File: config.mk
export PLATFORM = sky130hd
export DESIGN_NAME = system_clock_selector
export DESIGN_NICKNAME = d
export VERILOG_FILES = /design/src/clk_sel_pkg.sv /design/src/system_clock_selector.sv
export SDC_FILE = /design/constraint.sdc
export NUM_CORES = 1
export LEC_CHECK = 0
export ABC_AREA = 1
export BUFFER_PORTS_ARGS = -buffer_cell sky130_fd_sc_hd__buf_2
export CAP_MARGIN = 20
export CORE_ASPECT_RATIO = 0.75
export CORE_MARGIN = 3
export CORE_UTILIZATION = 50
export CTS_CLUSTER_DIAMETER = 200
export DETAILED_ROUTE_END_ITERATION = 6
export PLACE_DENSITY = 0.78
export SKIP_LAST_GASP = 1
export SYNTH_ARGS = -nofsm -noshare
export SYNTH_HDL_FRONTEND = slang
export SYNTH_SLANG_ARGS = --single-unit
File: constraint.sdc
create_clock -name clk -period 2.6 [get_ports clk]
set_input_delay 0.26 -clock clk [delete_from_list [all_inputs] [get_ports clk]]
set_output_delay 0.26 -clock clk [all_outputs]
set_load 0.005 [all_outputs]
File: src/clk_sel_pkg.sv
// Package for the system clock selector: register offsets, field layouts,
// reset values, source codes and timing constants.
// Assumes a 32-bit APB slave with one aligned word per register.
package clk_sel_pkg;

    // Register byte addresses
    localparam logic [7:0] OSC_CTRL_ADDR = 8'h00;    // oscillator_control
    localparam logic [7:0] CLK_DIV_ADDR = 8'h04;     // clock_divisor
    localparam logic [7:0] PLL_FB_ADDR = 8'h08;      // feedback divider
    localparam logic [7:0] REF_CTRL_ADDR = 8'h0C;    // reference output and aux control
    localparam logic [7:0] UNLOCK_ADDR = 8'h10;      // unlock key register
    localparam logic [7:0] STATUS_ADDR = 8'h14;      // derived clock status

    // Unlock keys, written in order
    localparam logic [15:0] UNLOCK_KEY1 = 16'h0046;
    localparam logic [15:0] UNLOCK_KEY2 = 16'h0057;

    // oscillator_control field positions
    localparam int CUR_SRC_LSB = 12;
    localparam int NEW_SRC_LSB = 8;
    localparam int CFG_LOCK_BIT = 7;
    localparam int IO_LOCK_BIT = 6;
    localparam int PLL_LOCK_BIT = 5;
    localparam int FAIL_BIT = 3;
    localparam int SWITCH_BIT = 0;

    // clock_divisor field positions
    localparam int RECOVER_BIT = 15;
    localparam int DOZE_LSB = 12;
    localparam int DOZE_EN_BIT = 11;
    localparam int RCDIV_LSB = 8;
    localparam int POST_LSB = 6;
    localparam int PRE_LSB = 0;

    // Reset values
    localparam logic [2:0] DOZE_RESET = 3'h3;
    localparam logic [1:0] POST_RESET = 2'h1;
    localparam logic [4:0] PRE_RESET = 5'h00;
    localparam logic [8:0] FB_RESET = 9'h030;
    localparam logic [3:0] REF_DIV_RESET = 4'h0;

    // Source selection codes
    typedef enum logic [2:0] {
        SRC_RC = 3'b000,
        SRC_RC_PLL = 3'b001,
        SRC_PRI = 3'b010,
        SRC_PRI_PLL = 3'b011,
        SRC_RSVD = 3'b100,
        SRC_LOW_POWER_RC = 3'b101,
        SRC_RC_DIV16 = 3'b110,
        SRC_RC_DIVN = 3'b111
    } src_sel_t;

    // Primary mode configuration codes
    localparam logic [1:0] PRI_EXT = 2'b00;
    localparam logic [1:0] PRI_XTAL = 2'b01;
    localparam logic [1:0] PRI_HS = 2'b10;

    // Switch sequencer states
    typedef enum logic [1:0] {
        SW_IDLE = 2'b00,
        SW_WAIT_SRC = 2'b01,
        SW_WAIT_LOCK = 2'b10
    } sw_state_t;

    // Timing: PLL start-up timer
    localparam int CLK_PERIOD_NS = 25;
    localparam int PLL_START_NS = 2000;
    localparam int PLL_START_CYC = (PLL_START_NS + CLK_PERIOD_NS - 1) / CLK_PERIOD_NS;
    localparam int INST_DIV = 2;
    localparam int AUX_MULT = 16;
    localparam logic [9:0] PLL_START_CNT = 10'(PLL_START_CYC);

    // Computed divider settings
    typedef struct packed {
        logic [9:0] mult;     // feedback + 2
        logic [5:0] preDiv;   // prescale + 2
        logic [3:0] postDiv;  // 2 * (postscale + 1)
    } pll_ratio_t;

    // Whole register state
    typedef struct packed {
        logic [2:0] curSrc;
        logic [2:0] newSrc;
        logic cfgLock;
        logic io_lock_enable;
        logic failFlag;
        logic switchReq;
        logic recoverOnInt;
        logic [2:0] dozeRatio;
        logic dozeEn;
        logic [2:0] rcPost;
        logic [1:0] pll_postscale_field;
        logic [4:0] pll_prescale_field;
        logic [8:0] pllFb;
        logic refEn;
        logic refSel;
        logic [3:0] refDiv;
        logic auxFromPll;
        logic auxSrcPri;
        logic [1:0] unlockStage;
        sw_state_t swState;
        logic [9:0] lockCnt;
        logic pllLocked;
        logic failTrap;
        logic [15:0] refCnt;
        logic refOut;
        logic [31:0] prdata;
    } state_t;

endpackage

File: src/system_clock_selector.sv
// System clock selector with PLL settings, doze, switch sequencing and a
// divided reference clock output. Registers reached over APB.
// Assumes oscillator ready levels, fail detection and interrupt levels are
// synchronous to clk.
//
// Notes on behaviour
// RULE_01: Instruction clock is oscillator clock halved.
// RULE_02: PLL output ratio uses feedback, prescale, postscale.
// RULE_03: Oscillator stage ratio is feedback over prescale.
// RULE_04: Three-bit source codes map the eight sources.
// RULE_05: Current source readable at bits 14-12.
// RULE_06: Primary mode code picks HS, crystal, external.
// RULE_07: Erased device starts on RC divide-by-n.
// RULE_08: Auxiliary PLL multiplies reference by sixteen.
// RULE_09: Software sets auxiliary clock to 120 MHz.
// RULE_10: Fine PWM resolution only from auxiliary PLL.
// RULE_11: Main PLL feeding aux limited to 30 MIPS.
// RULE_12: Reference output divides system or crystal clock. Here it always divides clk; refSel is stored but not used.
// RULE_13: Lock bit with fail-safe bit freezes configuration.
// RULE_14: Writable I/O lock enable at bit 6.
// RULE_15: PLL lock status reads locked or timer done.
// RULE_16: Switch request bit clears when switch completes.
// RULE_17: Fail flag set by monitor; writing one traps.
// RULE_18: Control register writes need unlock sequence.
// RULE_19: No direct switch between the two PLL modes.
// RULE_20: Interrupt with recover bit clears doze enable.
// RULE_21: Doze enable applies ratio, else forced 1:1.
// RULE_22: Doze ratio writes ignored while doze enabled.
// RULE_23: Doze enable cannot be set with ratio 000. Here the stored ratio is checked, not the one being written.
// RULE_24: Prescale divides by field plus two.
// RULE_25: Old source kept until new source ready.
//
// Register access over APB and the placing of the registers were chosen for this implementation.
`timescale 1ns/1ps

module system_clock_selector
    import clk_sel_pkg::*;
(
    input wire logic clk,
    input wire logic rst_n,
    // APB slave
    input wire logic psel,
    input wire logic penable,
    input wire logic pwrite,
    input wire logic [7:0] paddr,
    input wire logic [31:0] pwdata,
    output logic [31:0] prdata,
    output logic pready,
    output logic pslverr,
    // Configuration bits, static after power-up
    input wire clk_sel_pkg::src_sel_t initialSourceCfg,
    input wire logic [1:0] primaryModeCfg,
    input wire logic failsafeCfgBit,
    // Oscillator and monitor status
    input wire logic [7:0] srcReady,
    input wire logic pllLockIn,
    input wire logic clockFailDetect,
    input wire logic interruptEvent,
    input wire logic crystalClk,
    // Clock control outputs
    output clk_sel_pkg::src_sel_t activeSource,
    output logic [1:0] primaryMode,
    output clk_sel_pkg::pll_ratio_t pllRatio,
    output logic [2:0] rcPostscale,
    output logic [7:0] peripheralDivLog2,
    output logic [1:0] instClockDiv,
    output logic [4:0] auxPllMult,
    output logic auxFineRes,
    output logic ioLockActive,
    output logic oscFailTrap,
    output logic refClkOut
);
    import clk_sel_pkg::*;

    state_t r_reg, r_next;

    // Divider arithmetic shared by output and status read
    function automatic pll_ratio_t calcRatio(input logic [8:0] fb, input logic [4:0] pre,
                                             input logic [1:0] post);
        pll_ratio_t v;
        v.mult = 10'(fb) + 10'd2;                    // [RULE_02] [RULE_03]
        v.preDiv = 6'(pre) + 6'd2;                   // [RULE_24]
        v.postDiv = 4'(4'(post) + 4'd1) << 1;         // [RULE_02]
        return v;
    endfunction

    // True for sources that run through the main PLL
    function automatic logic isPllSrc(input logic [2:0] s);
        return (s == SRC_RC_PLL) || (s == SRC_PRI_PLL);
    endfunction

    // Bus decode helpers
    logic wrAcc, rdAcc, cfgFrozen, knownAddr;
    assign wrAcc = psel && penable && pwrite;
    assign rdAcc = psel && !penable && !pwrite;
    assign knownAddr = (paddr == OSC_CTRL_ADDR) || (paddr == CLK_DIV_ADDR) || (paddr == PLL_FB_ADDR) ||
                       (paddr == REF_CTRL_ADDR) || (paddr == UNLOCK_ADDR) || (paddr == STATUS_ADDR);
    assign cfgFrozen = r_reg.cfgLock && failsafeCfgBit;  // [RULE_13]

    // Next-state logic
    always_comb begin
        logic [15:0] oscWord;
        logic [15:0] divWord;
        logic [15:0] refWord;
        logic [15:0] refLimit;
        oscWord = '0;
        divWord = '0;
        refWord = '0;
        refLimit = '0;
        r_next = r_reg;
        r_next.failTrap = 1'b0;

        // Readback words
        oscWord[CUR_SRC_LSB +: 3] = r_reg.curSrc;       // [RULE_05]
        oscWord[NEW_SRC_LSB +: 3] = r_reg.newSrc;
        oscWord[CFG_LOCK_BIT] = r_reg.cfgLock;
        oscWord[IO_LOCK_BIT] = r_reg.io_lock_enable;
        oscWord[PLL_LOCK_BIT] = r_reg.pllLocked;       // [RULE_15]
        oscWord[FAIL_BIT] = r_reg.failFlag;
        oscWord[SWITCH_BIT] = r_reg.switchReq;
        divWord[RECOVER_BIT] = r_reg.recoverOnInt;
        divWord[DOZE_LSB +: 3] = r_reg.dozeRatio;
        divWord[DOZE_EN_BIT] = r_reg.dozeEn;
        divWord[RCDIV_LSB +: 3] = r_reg.rcPost;
        divWord[POST_LSB +: 2] = r_reg.pll_postscale_field;
        divWord[PRE_LSB +: 5] = r_reg.pll_prescale_field;
        refWord = {r_reg.refEn, 1'b0, r_reg.refSel, 1'b0, r_reg.refDiv, r_reg.auxFromPll,
                   r_reg.auxSrcPri, 6'h00};

        // PLL lock tracking: input lock or start-up timer expiry
        if (r_reg.swState == SW_WAIT_LOCK || isPllSrc(r_reg.curSrc)) begin
            if (r_reg.lockCnt != PLL_START_CNT) begin
                r_next.lockCnt = r_reg.lockCnt + 10'd1;
            end
            r_next.pllLocked = pllLockIn || (r_reg.lockCnt == PLL_START_CNT);  // [RULE_15]
        end else begin
            // PLL idle: reads unlocked
            r_next.lockCnt = '0;
            r_next.pllLocked = 1'b0;
        end

        // Switch sequencer
        case (r_reg.swState)
            SW_IDLE: begin
                if (r_reg.switchReq) begin
                    if ((isPllSrc(r_reg.curSrc) && isPllSrc(r_reg.newSrc) && r_reg.curSrc != r_reg.newSrc) ||
                        r_reg.newSrc == SRC_RSVD) begin
                        r_next.switchReq = 1'b0;             // [RULE_19] refused, stays put
                    end else begin
                        r_next.swState = SW_WAIT_SRC;
                    end
                end
            end
            SW_WAIT_SRC: begin
                if (srcReady[r_reg.newSrc]) begin         // [RULE_25]
                    r_next.swState = isPllSrc(r_reg.newSrc) ? SW_WAIT_LOCK : SW_IDLE;
                    r_next.lockCnt = '0;
                    if (!isPllSrc(r_reg.newSrc)) begin
                        r_next.curSrc = r_reg.newSrc;
                        r_next.switchReq = 1'b0;             // [RULE_16]
                    end
                end
            end
            SW_WAIT_LOCK: begin
                if (r_reg.pllLocked) begin                // [RULE_25]
                    r_next.curSrc = r_reg.newSrc;
                    r_next.switchReq = 1'b0;                 // [RULE_16]
                    r_next.swState = SW_IDLE;
                end
            end
            default: r_next.swState = SW_IDLE;
        endcase

        // Read data, taken in the setup cycle
        if (rdAcc) begin
            if (paddr == OSC_CTRL_ADDR) begin
                r_next.prdata = {16'h0000, oscWord};
            end else if (paddr == CLK_DIV_ADDR) begin
                r_next.prdata = {16'h0000, divWord};
            end else if (paddr == PLL_FB_ADDR) begin
                r_next.prdata = {23'h000000, r_reg.pllFb};
            end else if (paddr == REF_CTRL_ADDR) begin
                r_next.prdata = {16'h0000, refWord};
            end else if (paddr == UNLOCK_ADDR) begin
                r_next.prdata = {30'h00000000, r_reg.unlockStage};
            end else if (paddr == STATUS_ADDR) begin
                r_next.prdata = {12'h000, calcRatio(r_reg.pllFb, r_reg.pll_prescale_field, r_reg.pll_postscale_field)};
            end else begin
                r_next.prdata = '0;
            end
        end

        // Register writes
        if (wrAcc) begin
            if (paddr == UNLOCK_ADDR) begin
                // Two-key sequence arms one control write
                if (pwdata[15:0] == UNLOCK_KEY1) begin
                    r_next.unlockStage = 2'd1;
                end else if (pwdata[15:0] == UNLOCK_KEY2 && r_reg.unlockStage == 2'd1) begin
                    r_next.unlockStage = 2'd2;
                end else begin
                    r_next.unlockStage = 2'd0;
                end
            end else if (paddr == OSC_CTRL_ADDR) begin
                r_next.unlockStage = 2'd0;
                if (r_reg.unlockStage == 2'd2) begin      // [RULE_18]
                    r_next.io_lock_enable = pwdata[IO_LOCK_BIT];  // [RULE_14]
                    if (!pwdata[FAIL_BIT]) begin
                        r_next.failFlag = 1'b0;
                    end else begin
                        r_next.failFlag = 1'b1;              // [RULE_17] acts as a real failure
                        r_next.failTrap = 1'b1;
                    end
                    if (!cfgFrozen) begin                 // [RULE_13]
                        r_next.cfgLock = pwdata[CFG_LOCK_BIT];
                        if (r_reg.swState == SW_IDLE && !r_reg.switchReq) begin
                            r_next.newSrc = pwdata[NEW_SRC_LSB +: 3];
                            r_next.switchReq = pwdata[SWITCH_BIT];  // [RULE_16]
                        end
                    end
                end
            end else if (paddr == CLK_DIV_ADDR) begin
                r_next.recoverOnInt = pwdata[RECOVER_BIT];
                if (!r_reg.dozeEn) begin
                    r_next.dozeRatio = pwdata[DOZE_LSB +: 3];  // [RULE_22]
                end
                if (!pwdata[DOZE_EN_BIT] || r_reg.dozeRatio != 3'b000) begin
                    r_next.dozeEn = pwdata[DOZE_EN_BIT];    // [RULE_23]
                end
                r_next.rcPost = pwdata[RCDIV_LSB +: 3];
                if (!cfgFrozen) begin                     // [RULE_13]
                    r_next.pll_postscale_field = pwdata[POST_LSB +: 2];
                    r_next.pll_prescale_field = pwdata[PRE_LSB +: 5];
                end
            end else if (paddr == PLL_FB_ADDR) begin
                if (!cfgFrozen) begin                     // [RULE_13]
                    r_next.pllFb = pwdata[8:0];
                end
            end else if (paddr == REF_CTRL_ADDR) begin
                r_next.refEn = pwdata[15];
                if (!r_reg.refEn) begin
                    r_next.refSel = pwdata[13];
                    r_next.refDiv = pwdata[11:8];
                end
                if (!cfgFrozen) begin
                    r_next.auxFromPll = pwdata[7];
                    r_next.auxSrcPri = pwdata[6];
                end
            end
        end

        // Interrupt recovery has the last word on doze
        if (interruptEvent && r_reg.recoverOnInt) begin
            r_next.dozeEn = 1'b0;                        // [RULE_20]
        end

        // Monitor set wins over a software clear
        if (clockFailDetect) begin
            r_next.failFlag = 1'b1;                      // [RULE_17]
            r_next.failTrap = 1'b1;
        end

        // Reference clock divider: toggles at half the division ratio
        refLimit = (r_reg.refDiv == 4'h0) ? 16'h0000 : 16'(16'h0001 << (r_reg.refDiv - 4'd1)) - 16'h0001;
        if (!r_reg.refEn) begin
            r_next.refCnt = '0;
            r_next.refOut = 1'b0;
        end else if (r_reg.refCnt >= refLimit) begin
            r_next.refCnt = '0;
            r_next.refOut = ~r_reg.refOut;                // [RULE_12]
        end else begin
            r_next.refCnt = r_reg.refCnt + 16'h0001;
        end
    end

    // State register; start-up source comes from the configuration bits,
    // which an erased part leaves at RC divide-by-n
    always_ff @(posedge clk) begin
        if (!rst_n) begin
            r_reg <= '0;
            r_reg.curSrc <= initialSourceCfg;              // [RULE_07]
            r_reg.newSrc <= initialSourceCfg;
            r_reg.dozeRatio <= DOZE_RESET;
            r_reg.pll_postscale_field <= POST_RESET;
            r_reg.pll_prescale_field <= PRE_RESET;
            r_reg.pllFb <= FB_RESET;
            r_reg.refDiv <= REF_DIV_RESET;
            r_reg.swState <= SW_IDLE;
        end else begin
            r_reg <= r_next;
        end
    end

    // Outputs
    assign prdata = r_reg.prdata;
    assign pready = 1'b1;
    assign pslverr = psel && penable && !knownAddr;
    assign activeSource = src_sel_t'(r_reg.curSrc);                     // [RULE_04]
    assign primaryMode = primaryModeCfg;                               // [RULE_06]
    assign pllRatio = calcRatio(r_reg.pllFb, r_reg.pll_prescale_field, r_reg.pll_postscale_field);
    assign rcPostscale = r_reg.rcPost;
    assign peripheralDivLog2 = r_reg.dozeEn ? 8'(r_reg.dozeRatio) : 8'h00;  // [RULE_21]
    assign instClockDiv = 2'(INST_DIV);                                // [RULE_01]
    assign auxPllMult = 5'(AUX_MULT);                                  // [RULE_08]
    assign auxFineRes = r_reg.auxFromPll;                              // [RULE_10]
    assign ioLockActive = r_reg.io_lock_enable;
    assign oscFailTrap = r_reg.failTrap;
    assign refClkOut = r_reg.refOut;

    // Assertions
    chk_doze_forced: assert property (@(posedge clk) disable iff (!rst_n)
        !r_reg.dozeEn |-> peripheralDivLog2 == 8'h00)  // [RULE_21]
        else $error("doze ratio not forced to 1:1");
    chk_doze_zero: assert property (@(posedge clk) disable iff (!rst_n)
        (wrAcc && paddr == CLK_DIV_ADDR && r_reg.dozeRatio == 3'b000 && !r_reg.dozeEn) |=> !r_reg.dozeEn)  // [RULE_23]
        else $error("doze enabled with ratio 000");
    chk_doze_ratio_hold: assert property (@(posedge clk) disable iff (!rst_n)
        (wrAcc && paddr == CLK_DIV_ADDR && r_reg.dozeEn) |=> $stable(r_reg.dozeRatio))  // [RULE_22]
        else $error("doze ratio changed while enabled");
    chk_doze_recover: assert property (@(posedge clk) disable iff (!rst_n)
        (interruptEvent && r_reg.recoverOnInt) |=> !r_reg.dozeEn)  // [RULE_20]
        else $error("interrupt did not end doze");
    chk_cfg_frozen: assert property (@(posedge clk) disable iff (!rst_n)
        cfgFrozen |=> $stable(r_reg.pllFb) && $stable(r_reg.pll_prescale_field) && $stable(r_reg.newSrc))  // [RULE_13]
        else $error("locked configuration changed");
    chk_unlock_need: assert property (@(posedge clk) disable iff (!rst_n)
        (wrAcc && paddr == OSC_CTRL_ADDR && r_reg.unlockStage != 2'd2) |=> $stable(r_reg.io_lock_enable))  // [RULE_18]
        else $error("control write accepted without unlock");
    chk_fail_set: assert property (@(posedge clk) disable iff (!rst_n)
        clockFailDetect |=> r_reg.failFlag && oscFailTrap)  // [RULE_17]
        else $error("clock failure not flagged");
    chk_pll_pair: assert property (@(posedge clk) disable iff (!rst_n)
        (isPllSrc(r_reg.curSrc) && isPllSrc(r_reg.newSrc) && r_reg.curSrc != r_reg.newSrc &&
         r_reg.swState == SW_IDLE) |=> $stable(r_reg.curSrc))  // [RULE_19]
        else $error("direct switch between PLL modes");
    chk_switch_done: assert property (@(posedge clk) disable iff (!rst_n)
        $changed(r_reg.curSrc) |-> !r_reg.switchReq)  // [RULE_16] [RULE_25]
        else $error("source changed without clearing request");
    chk_lock_timer: assert property (@(posedge clk) disable iff (!rst_n)
        (r_reg.lockCnt == PLL_START_CNT && isPllSrc(r_reg.curSrc)) |=> r_reg.pllLocked)  // [RULE_15]
        else $error("lock status not set after timer");

    cov_switch: cover property (@(posedge clk) disable iff (!rst_n) $fell(r_reg.switchReq));
    cov_pll_lock: cover property (@(posedge clk) disable iff (!rst_n) $rose(r_reg.pllLocked));
    cov_doze: cover property (@(posedge clk) disable iff (!rst_n) $rose(r_reg.dozeEn));
    cov_fail: cover property (@(posedge clk) disable iff (!rst_n) $rose(r_reg.failFlag));

endmodule // system_clock_selector

=== Yosys cells after proc, flatten, opt, wreduce, memory -nomap -nowiden ===
Index checks and enable logic that the tools add are counted.

* Logic and storage cells: 199
* Flip-flop bits (word level): 107
* Input port bits: 63

* Shift-type cells: 1
* Magnitude comparators: 2
* $add $sub $neg: 7
* Muxes and demuxes: 66
* Eq/ne operators: 34
* Bitwise operators: 9
* Reduce and logical (&&, ||, !) cells: 54

{| class="wikitable"
|+ Operators with widths
! cell !! number
|-
| 20-bit 2-to-1 mux || 6
|-
| 107-bit 2-to-1 mux || 1
|-
| 32-bit 2-to-1 mux || 2
|-
| 41-bit 2-to-1 mux || 1
|-
| 39-bit 2-to-1 mux || 1
|-
| 17-bit 2-to-1 mux || 2
|-
| 16-bit by 7-bit equality test with 1-bit output, second input constant || 2
|-
| 16-bit 2-to-1 mux || 2
|-
| 7-bit 2-to-1 mux || 3
|-
| 10-bit 2-to-1 mux || 2
|-
| 4-bit AND reduction || 5
|-
| 5-bit AND reduction || 4
|-
| 1-bit 2-to-1 mux || 18
|-
| 2-bit 2-to-1 mux || 9
|-
| 3-bit 2-to-1 mux || 6
|-
| 9-bit 2-to-1 mux || 2
|-
| 6-bit AND reduction || 3
|-
| 16-bit by 1-bit adder with 16-bit output, second input constant || 1
|-
| 8-bit by 4-bit equality test with 1-bit output, second input constant || 2
|-
| 8-bit by 5-bit equality test with 1-bit output, second input constant || 2
|-
| 16-bit greater-or-equal comparator || 1
|-
| 8-bit 2-to-1 mux || 2
|-
| 1-bit by 4-bit left shift with 16-bit output, first input constant || 1
|-
| 16-bit by 1-bit subtractor with 16-bit output, second input constant || 1
|-
| other kinds (41) || 94
|}

=== Depth between registers and ports, before layout ===
Gate-level depths: netlist of the first run.

* Depth in word-level cells: 16
* Depth in mapped cells: 20
* Mapped depth without buffers: 20

=== Worst setup path after synthesis of the first run ===
No wires, ideal clock.

* Path type: reg-to-reg
* Start: reg r_reg[70] (netlist bit)
* End: reg r_reg[46] (netlist bit)
* Setup time: 0.117 ns
* Path slack: -0.136 ns
* Clock period less this slack: 2.736 ns
* Required time: 2.483 ns
* Arrival: 2.619 ns
* Cell stages (with the launch flop): 19
* Path buffers: 2
* Cells stage by stage: dfxtp_1 clkbuf_1 nor2_1 nand3_1 ha_1 o21ai_2 a21oi_2 nand4_1 nand2_1 inv_1 ha_1 nand2_1 inv_1 nand3_1 nor3_1 nand2_1 nand4_1 buf_2 nor2_1

* Cells in the longest elaborated chain, start to end: 6
* Elaborated cells on any way between the ends: 7
* Classes of those cells: add/sub (2); order compare (1); shift (1); mux (1); reduce/logical (2)

{| class="wikitable"
|+ Ends and longest elaborated chain
! what !! line !! text
|-
| start: declaration || system_clock_selector.sv:75 || <nowiki>state_t r_reg, r_next;</nowiki>
|-
| start signal: assignment || system_clock_selector.sv:290 || <nowiki>r_reg <= r_next;</nowiki>
|-
| 4-bit by 1-bit subtractor with 4-bit output || system_clock_selector.sv:264 || <nowiki>refLimit = (r_reg.refDiv == 4'h0) ? 16'h0000 : 16'(16'h0001 << (r_reg.refDiv - 4'd1)) - 16'h0001;</nowiki>
|-
| 1-bit by 4-bit left shift with 16-bit output || system_clock_selector.sv:264 ||
|-
| 16-bit by 1-bit subtractor with 16-bit output || system_clock_selector.sv:264 ||
|-
| 16-bit 2-to-1 mux * || system_clock_selector.sv:264 ||
|-
| 16-bit greater-or-equal comparator * || system_clock_selector.sv:268 || <nowiki>end else if (r_reg.refCnt >= refLimit) begin</nowiki>
|-
| 3-bit OR reduction (no line) * || n/a ||
|}

Mark *: on every way between the ends. The rest lies on a longest branch, timed or not.
A chain may end at the register's enable or synchronous reset.

=== Worst setup path in the final report of the first run ===
* Start: reg r_reg[67] (netlist bit)
* End: reg r_reg[48] (netlist bit)

Same word-level chain as after synthesis.

==> impl_metrics.csv, run 1 <==
group,metric,value,unit
outcome,status,"finished, final reports clean",
synth,ys_seq_elements,95,
finish,final_cell_mix,"nand2_1 (220), inv_1 (107), buf_2 (96)",
critical_path,reg2reg_depth,17,
synth,synth_cell_type_count,44,
global_routing,grt_usage,25.0,%
clock_network,insertion_delay,0.35,ns
critical_path,crit_fanout,16,
route,wl_per_cell,14.6,um
clock_network,path_clk_slew,0.07,ns
placement,placed_cells,1132,
finish,final_common_cell,"nand2_1",
global_routing,grt_max_degree,38,
route,wl,16700,um
global_routing,overflow,0,
synth,syn_area,0.00613,mm^2
synth,synth_edf_count,6,
synth,synth_mux_area_share,0,%
finish,fin_nets,1068,
floorplan,die_w,134,um
finish,largest_register_ffs,65,
finish,area_growth,14.1,%
synth,seq_area_frac_synth,32.0,%
route,vias_per_cell,5.21,
clock_network,clockBufferDepth,2,
synth,synth_adder_area_share,4.69,%
synth,synthXorXnorAreaFrac,3.00,%
global_routing,grt_pass1_vias,5349,
synth,synth_compound_area_share,10.8,%
finish,n_antenna_cell,0,
power,ir_drop,0.322,mV
synth,synthSimpleGateAreaFrac,33.6,%
timing,fin_crit_sh,97.3,%
timing,hold_slack,0.158,ns
clock_network,hold_buffers,0,
timing,tightest_slew,0.687,ns
critical_path,cp.required,2.84,ns
clock_network,cts_sinks,95,
route,vias,5981,
clock_network,htree_levels,3,
route,drt_iter0_drc,577,
run,max-cap-violations,0,
floorplan,core.rowCount,34,
min_path,holdPathStages,3,
timing,fin_skew,0.00707,ns
route,drc,0,
power,power_density,466,mW/mm^2
route,first_pass_iters,7,
critical_path,critical_path_arrival,2.77,ns
clock_network,cts_buffers,9,
synth,synth_top_family_by_area,"simple AND/OR/NAND/NOR gates",
finish,drive_gt1_share,19.9,%
synth,yosysTopAreaCell,"dfxtp_1",
timing,fin_ws,0.0701,ns
timing,slew_headroom,54.2,%
global_routing,grt_pass1_wl,27000,um
floorplan,core_area,0.0118,mm^2
timing,fmax,0.395,GHz
synth,synthCells,898,
timing,maxSlewViolCount,0,
timing,period_needed,2.53,ns
placement,port_buffers,96,
finish,final_cells,1149,
placement,dp_slack,-0.0613,ns
min_path,hold_path.class,"primary input to register",
synth,synth_area_leaders,"dfxtp_1 (29%), nand2_1 (14%), buf_4 (7.3%)",
floorplan,ios,144,
floorplan,die_y,102,um
synth,syn_area_per_cell,6.83,um^2
synth,ys.flop_type,"dfxtp_1",
global_routing,antenna_found_initial,1,
timing,setup_viol_count_final,0,
synth,yosysTopAreaCellShare,29.1,%
floorplan,die_area,0.0136,mm^2
clock_network,ctsRootBufferMaster,"clkbuf_16",
placement,hpwl,12800,um
synth,ys_warn_count,0,
clock_network,cts_tree,"done",
timing,rsz0062_at_grt,"true",
power,p_leak,3.34,nW
timing,hold_violations,0,
synth,async_flop_share,0,%
critical_path,startpoint_type,"register",
critical_path,critPathKind,"register to register",
route,antenna_left,0,
finish,fillers,1127,
critical_path,crit_path_end_kind,"register",
floorplan,initial_core_util,52.0,%
placement,place_congestion,1.03,
-- worst max-delay path, cell delays in order (launching register included) --
cell and delay [ns]:
dfxtp_4 0.36, inv_4 0.08, nor2_2 0.04, nand2_1 0.10, ha_4 0.16, inv_1 0.06
nor2_2 0.15, o2111ai_1 0.14, nand2_1 0.10, inv_1 0.04, ha_1 0.28, nand2_1 0.10
nor3_2 0.24, buf_4 0.15, nand2_1 0.07, nand4_1 0.14, buf_12 0.16, nor2_1 0.05
-- Yosys cell counts, drive strengths merged, types with 2 or more instances --
master,instances
buf,67
a21oi,70
ha,23
xor2,18
o211ai,6
a22oi,2
nor3b,2
nand3,66
nor2,93
nor4,4
dfxtp,89
o21a,5
nand3b,3
or2,3
nand2,231
edfxtp,6
xnor2,3
nand4,27
clkbuf,7
nor3,16
conb,2
inv,117
o21ai,34
-- final timing paths --
check | from | to | slack [ns]
setup reg to reg | r_reg[67] | r_reg[48] | 0.07
hold / removal | pllLockIn | r_reg[50] | 0.16
hold reg to reg | prdata[10] | prdata[10] | 0.47
setup / recovery | r_reg[67] | r_reg[48] | 0.07
-- power breakdown --
part / internal [mW] / switching (mW) / total [mW]
clock network: 0.944 / 0.602 / 1.55
registers: 1.48 / 0.0140 / 1.50
logic: 0.0727 / 0.147 / 0.220
-- through the flow --
| stage | utilization, % | total power [mW] | setup TNS [ns] | area [um^2] |
|---|---|---|---|---|
| 2_1_floorplan | - | 1.69 | 0 | 6230 |
| 3_3_place_gp | 55.8 | 1.74 | -0.802 | 6580 |
| 3_5_place_dp | 55.8 | 1.75 | -0.921 | 6580 |
| 4_1_cts | 58.9 | 3.28 | 0 | 6940 |
| 5_1_grt | 59.4 | 3.36 | -1.33 | 7000 |
| 6_report | 59.4 | 3.26 | 0 | 7000 |
-- logic make-up (layout without fill, tap and decap cells) --
family,after synthesis,after routing
other,2,27
DFF,95,95
AOI/OAI and AO/OA,120,120
buffers and inverters,192,256
xor gates and xnor gates,21,21
adders and majority gates,23,23
and+or+nand+nor,445,445
-- metal layers --
metal / vias to the layer above / track usage, % / part of all wire [%]
li1: 2976 / - / -
met1: 2657 / 35.4 / 46
met4: 2 / 5.69 / 1.5
met3: 24 / 8.91 / 13
met2: 322 / 36.7 / 39
met5: - / 0 / 0.11
-- layout make-up --
| type | count | area [um^2] | area share, % |
|---|---|---|---|
| Clock inverter | 7 | 120 | 1.72 |
| Timing Repair Buffer | 122 | 696 | 9.94 |
| Tap cell | 162 | 203 | 2.90 |
| Clock buffer | 9 | 225 | 3.22 |
| Inverter | 118 | 445 | 6.36 |
| Sequential cell | 95 | 1970 | 28.2 |
| Multi-Input combinational cell | 636 | 3340 | 47.7 |
-- what timing repair did --
item | CTS | global route
resized for setup | 5 | 19
buffers inserted | 0 | 1
pin swaps | 0 | 1
setup endpoints to repair | 17 | 17
No activity file was read; power rests on OpenSTA's default activity.
==> inputs of run 2 (changes only) <==
--- a/config.mk
+++ b/config.mk
@@ -8,13 +8,16 @@
 export ABC_AREA = 1
 export BUFFER_PORTS_ARGS = -buffer_cell sky130_fd_sc_hd__buf_2
 export CAP_MARGIN = 20
+export CELL_PAD_IN_SITES_DETAIL_PLACEMENT = 1
+export CELL_PAD_IN_SITES_GLOBAL_PLACEMENT = 1
 export CORE_ASPECT_RATIO = 0.75
 export CORE_MARGIN = 3
-export CORE_UTILIZATION = 50
+export CORE_UTILIZATION = 35
 export CTS_CLUSTER_DIAMETER = 200
 export DETAILED_ROUTE_END_ITERATION = 6
-export PLACE_DENSITY = 0.78
+export PLACE_DENSITY_LB_ADDON = 0.1
 export SKIP_LAST_GASP = 1
+export SLEW_MARGIN = 20
 export SYNTH_ARGS = -nofsm -noshare
 export SYNTH_HDL_FRONTEND = slang
 export SYNTH_SLANG_ARGS = --single-unit
==> run 2 against run 1 <==
Power is 2.8% lower. Highest routed layer unchanged. Maximum frequency decreased by 1.9%. Critical path type unchanged. Critical path depth is 2 higher.
==> impl_metrics.csv, run 2 (same netlist as run 1, synthesis figures left out) <==
group,metric,value,unit
placement,place_congestion,0.855,
global_routing,antenna_found_initial,1,
floorplan,die_y,121,um
timing,period_needed,2.58,ns
route,antenna_left,0,
finish,largest_register_ffs,65,
timing,setup_viol_count_final,0,
placement,port_buffers,96,
critical_path,critPathKind,"register to register",
route,wl,20500,um
power,power,3.17,mW
finish,final_cells,1231,
floorplan,core.rowCount,41,
power,ir_drop,0.282,mV
finish,multi_input_area,0.00350,mm^2
critical_path,cp-startpoint,"r_reg[67]",
clock_network,cts_tree,"done",
clock_network,cts_buffers,9,
min_path,hold_path.class,"primary input to register",
placement,hpwl,15900,um
critical_path,reg2reg_depth,19,
global_routing,met3_usage,3.56,%
finish,fin_nets,1076,
global_routing,overflow,0,
critical_path,crit_path_end_kind,"register",
route,drt_iter0_drc,313,
finish,area_growth,19.4,%
finish,n_antenna_cell,0,
clock_network,clockBufferDepth,2,
global_routing,grt_pass1_wl,32200,um
global_routing,grt_usage,21.2,%
finish,seqCellArea,0.00197,mm^2
timing,fin_crit_sh,99.1,%
route,vias_per_cell,4.88,
clock_network,insertion_delay,0.36,ns
clock_network,cts_sinks,95,
global_routing,top_usage_layer,"met1",
critical_path,cp.required,2.85,ns
timing,fmax,0.388,GHz
global_routing,use_met1,34.3,%
finish,final_common_cell,"nand2_1",
critical_path,rrSetupSlack,0.02,ns
route,first_pass_iters,5,
critical_path,critical_path_arrival,2.83,ns
timing,rsz0062_at_grt,"true",
outcome,status,"finished, final reports clean",
power,p_leak,3.44,nW
finish,drive_gt1_share,23.7,%
placement,placed_cells,1206,
critical_path,crit_fanout,8,
clock_network,ctsRootBufferMaster,"clkbuf_16",
power,power_density,433,mW/mm^2
global_routing,grt_pass1_vias,5778,
floorplan,ios,144,
global_routing,grt_max_degree,31,
floorplan,core_area,0.0170,mm^2
route,vias,6013,
clock_network,hold_buffers,0,
clock_network,path_clk_slew,0.07,ns
critical_path,rr_startpoint,"r_reg[67]",
critical_path,startpoint_type,"register",
clock_network,htree_levels,3,
run,max-cap-violations,0,
floorplan,initial_core_util,36.1,%
route,wl_per_cell,16.6,um
global_routing,met2_usage,29.0,%
finish,final_cell_mix,"nand2_1 (212), inv_1 (104), buf_2 (96)",
timing,tightest_slew,0.597,ns
timing,maxSlewViolCount,0,
timing,fin_skew,0.0102,ns
critical_path,reg2reg_to,"r_reg[48]",
finish,fillers,2196,
route,drc,0,
floorplan,die_w,159,um
critical_path,crit_path_end,"r_reg[48]",
floorplan,die_area,0.0192,mm^2
timing,slew_headroom,60.2,%
timing,hold_violations,0,
[run 2: cell types whose count changed in the layout (fill, tap and decap cells not counted), moves of 3 or more]
cell,change
nor2_1,-7
a21oi_2,+6
nor2_4,+6
nand2_2,+5
inv_1,-3
buf_4,+4
nand2_4,+3
inv_2,+3
nor3_1,-3
a21oi_1,-6
nand2_1,-8
[run 2: final cells by class]
type,count,area share [%]
clock buffers,9,3.08
flip-flops and latches,95,26.9
repair buffers,130,10.8
well taps,236,4.03
inverters,118,6.17
multi-input cells,636,47.8
clock inverters,7,1.21
[run 2: metrics by stage]
step	util, %	cell area, um^2	setup TNS (ns)	hold WS, ns	setup slack, ns
global route	43.1	7320	-2.31	0.158	-0.156
floorplan	-	6230	0	0.388	0.0148
global placement	39.3	6670	0	0.452	0.0422
CTS	41.3	7010	0	0.131	0.0454
finish	43.1	7320	0	0.144	0.0224
detailed placement	39.3	6670	-0.384	0.455	-0.0469
[run 2: worst min-delay path by stage]
stage	startpoint	to	slack (ns)	cells past startpoint
global route	pllLockIn	r_reg[50]	0.16	3
floorplan	pwdata[15]	r_reg[72]	0.39	2
CTS	interruptEvent	r_reg[92]	0.13	4
finish	interruptEvent	r_reg[92]	0.14	4
detailed placement	prdata[1]	prdata[1]	0.45	2
global placement	prdata[18]	prdata[18]	0.45	2
[run 2: routing by layer]
metal / part of all wire [%] / vias up / wire length (um)
li1: - / 3010 / -
met1: 55 / 2845 / 11200
met2: 40 / 143 / 8090
met3: 5.0 / 13 / 1030
met4: 0.77 / 2 / 157
met5: 0.064 / - / 13
[run 2: critical path: stages (launching register included)]
cell and delay [ns]:
dfxtp_4 0.37, inv_6 0.08, nor2_4 0.04, nand2_2 0.09
ha_4 0.17, o21ai_4 0.07, a21oi_4 0.20, nand4_1 0.12
nand2_1 0.10, inv_2 0.05, ha_4 0.25, nand2_2 0.04
inv_2 0.07, nand3_4 0.08, nor3_4 0.22, nand2_2 0.08
nand4_1 0.11, buf_6 0.13, clkbuf_16 0.15, nor2_1 0.04
[run 2: power by group]
part / switching, mW / internal [mW] / leakage, nW
Combinational: 0.159 / 0.0756 / 2.51
Sequential: 0.0147 / 1.48 / 0.779
Clock: 0.668 / 0.769 / 0.155
[run 2: what timing repair did]
action | 4_1_cts | 5_1_grt
buffers inserted | 0 | 8
pin swaps | 0 | 16
resized for setup | 7 | 65
endpoints found under the setup margin | 17 | 17
gates cloned | 0 | 1
==> inputs of run 3 (changes only) <==
--- a/config.mk
+++ b/config.mk
@@ -15,7 +15,8 @@
 export CORE_UTILIZATION = 35
 export CTS_CLUSTER_DIAMETER = 200
 export DETAILED_ROUTE_END_ITERATION = 6
-export PLACE_DENSITY_LB_ADDON = 0.1
+export PLACE_DENSITY = 0.78
+export RECOVER_POWER = 25
 export SKIP_LAST_GASP = 1
 export SLEW_MARGIN = 20
 export SYNTH_ARGS = -nofsm -noshare
==> run 3 against run 2 <==
Global-route usage fell by 0.62 points. Clock skew shrank 0.0012 ns. Power down 5.0%. First-iteration DRC count grew 22%. Utilization is 1.2 points lower. Sequential power about the same. Wire length down 0.95%. Maximum frequency up 1.4%. Flip-flop and latch count unchanged. Combinational power fell by 3%. Critical path type unchanged. Critical endpoint is now r_reg[41].
==> impl_metrics.csv, run 3 (same netlist as run 1, synthesis figures left out) <==
group,metric,value,unit
outcome,status,"finished, final reports clean",
route,drc,0,
clock_network,ctsRootBufferMaster,"clkbuf_16",
global_routing,use_met1,29.3,%
clock_network,insertion_delay,0.36,ns
floorplan,core_area,0.0170,mm^2
placement,place_area,0.00663,mm^2
power,p_clk_share,42.7,%
floorplan,die_area,0.0192,mm^2
power,p_leak,3.27,nW
finish,largest_register_ffs,65,
timing,fmax,0.393,GHz
finish,utilization,41.9,%
critical_path,startpoint_type,"register",
min_path,hold_path.class,"primary input to register",
timing,setup_viol_count_final,0,
global_routing,overflow,0,
timing,fin_skew,0.00899,ns
finish,fillers,2233,
timing,tns,0,ns
power,pwr-share-seq,49.7,%
global_routing,grt_pass1_vias,5961,
clock_network,cts_buffers,9,
critical_path,cp_num_cells,19,
clock_network,htree_levels,3,
global_routing,antenna_found_initial,1,
timing,rsz0062_at_grt,"true",
finish,fin_nets,1069,
route,first_pass_iters,5,
finish,drive_gt1_share,19.4,%
min_path,holdPathStages,3,
power,sw_frac_of_total,26.7,%
critical_path,crit_top_cell,"nand2_2",
floorplan,ios,144,
route,wl,20300,um
critical_path,cp.required,2.85,ns
power,ir_drop,0.266,mV
timing,hold_violations,0,
finish,final_cell_mix,"nand2_1 (211), inv_1 (106), dfxtp_1 (85)",
global_routing,grt_pass1_wl,31500,um
power,p_sw,0.805,mW
critical_path,critPathKind,"register to register",
power,combPwrFrac,7.6,%
timing,period_needed,2.54,ns
global_routing,grt_usage,20.6,%
critical_path,critical_path_buf_inv_count,5,
clock_network,cts_sinks,95,
run,max-cap-violations,0,
critical_path,critical-path-slowest-cell,"dfxtp_4",
route,vias_per_cell,4.97,
route,vias,6091,
critical_path,cpPeakStageDelay,0.37,ns
clock_network,clockBufferDepth,2,
timing,maxSlewViolCount,0,
floorplan,die_w,159,um
finish,finalInstanceArea,0.00712,mm^2
timing,fin_crit_sh,97.8,%
critical_path,critical_path_arrival,2.79,ns
route,drt_iter0_drc,381,
power,power_density,423,mW/mm^2
route,antenna_left,0,
global_routing,grt_max_degree,38,
power,p_int,2.21,mW
finish,area_growth,16.1,%
finish,seqCellArea,0.00197,mm^2
timing,slew_headroom,12.5,%
clock_network,path_clk_slew,0.07,ns
critical_path,crit_fanout,8,
critical_path,reg2reg_depth,19,
route,wl_per_cell,16.5,um
global_routing,met2_usage,31.3,%
finish,final_common_cell,"nand2_1",
placement,hpwl,15500,um
critical_path,path_cells,"inv_6 -> nor2_4 -> nand2_2 -> ha_4 -> o21ai_4 -> a21oi_4 -> nand4_1 -> nand2_1 -> inv_2 -> ha_4 -> nand2_2 -> inv_2 -> nand3_4 -> nor3_4 -> nand2_2 -> nand4_1 -> buf_6 -> clkbuf_16 -> nor2_1",
global_routing,met3_usage,4.62,%
critical_path,crit_path_end_kind,"register",
floorplan,core.rowCount,41,
clock_network,cts_tree,"done",
placement,port_buffers,96,
critical_path,cp_top_family,"simple AND/OR/NAND/NOR gates",
floorplan,initial_core_util,36.1,%
finish,multi_input_area,0.00343,mm^2
timing,tightest_slew,1.31,ns
floorplan,die_y,121,um
placement,place_congestion,0.874,
global_routing,top_usage_layer,"met2",
==> run 3: cell count changes in the layout (fill, tap and decap cells not counted), sizes merged <==
cell and change:
clkinv -2, diode +1, bufinv -1, clkbuf +21, clkinvlp +2, buf -27
==> run 3: timing repair <==
action,CTS,global route
pin swaps,1,12
hold buffers,0,0
cloned,0,1
endpoints found under the hold margin,0,0
setup endpoints to repair,17,17
resized for setup,4,47
buffers inserted,0,7
==> run 3: area by class of cell <==
cell class                      instances  share of cell area [%]
Inverter                              118                    6.33
Clock buffer                           10                    3.22
Tap cell                              236                    4.15
Sequential cell                        95                    27.7
Antenna cell                            1                  0.0352
Timing Repair Buffer                  123                    9.83
Multi-Input combinational cell        636                    48.1
Clock inverter                          6                   0.615
==> run 3: final timing paths <==
path / to / slack [ns] / startpoint
setup / recovery: r_reg[41] / 0.06 / r_reg[67]
setup reg to reg: r_reg[41] / 0.06 / r_reg[67]
hold reg to reg: prdata[18] / 0.47 / prdata[18]
hold / removal: r_reg[50] / 0.15 / pllLockIn
==> run 3: stage by stage <==
stage	total power [mW]	instances	setup WS, ns	hold slack, ns
floorplan	1.69	923	0.0148	0.388
global placement	1.75	1200	0.103	0.451
detailed placement	1.76	1200	-0.0490	0.455
CTS	3.05	1216	-0.00459	0.131
global route	3.13	1225	-0.121	0.155
finish	3.01	1225	0.0568	0.152
==> run 3: tightest hold or removal path, stage by stage <==
cell and delay (ns):
buf_2 0.10, inv_1 0.05, a21oi_1 0.05
==> run 3: power by group through the flow <==
| stage | Combinational (mW) | Sequential [mW] | Clock (mW) |
|---|---|---|---|
| final | 0.228 | 1.50 | 1.29 |
| after global placement | 0.220 | 1.53 | 0 |
| after CTS | 0.227 | 1.50 | 1.32 |
| after floorplan | 0.166 | 1.53 | 0 |
| after detailed placement | 0.225 | 1.53 | 0 |
| after global routing | 0.255 | 1.50 | 1.38 |
==> run 3: routing by layer <==
| layer | up-vias | wire (um) | part of all wire (%) |
|---|---|---|---|
| met3 | 28 | 1510 | 7.5 |
| li1 | 2987 | - | - |
| met5 | - | 0 | 0 |
| met2 | 198 | 8670 | 43 |
| met4 | 0 | 374 | 1.8 |
| met1 | 2878 | 9710 | 48 |
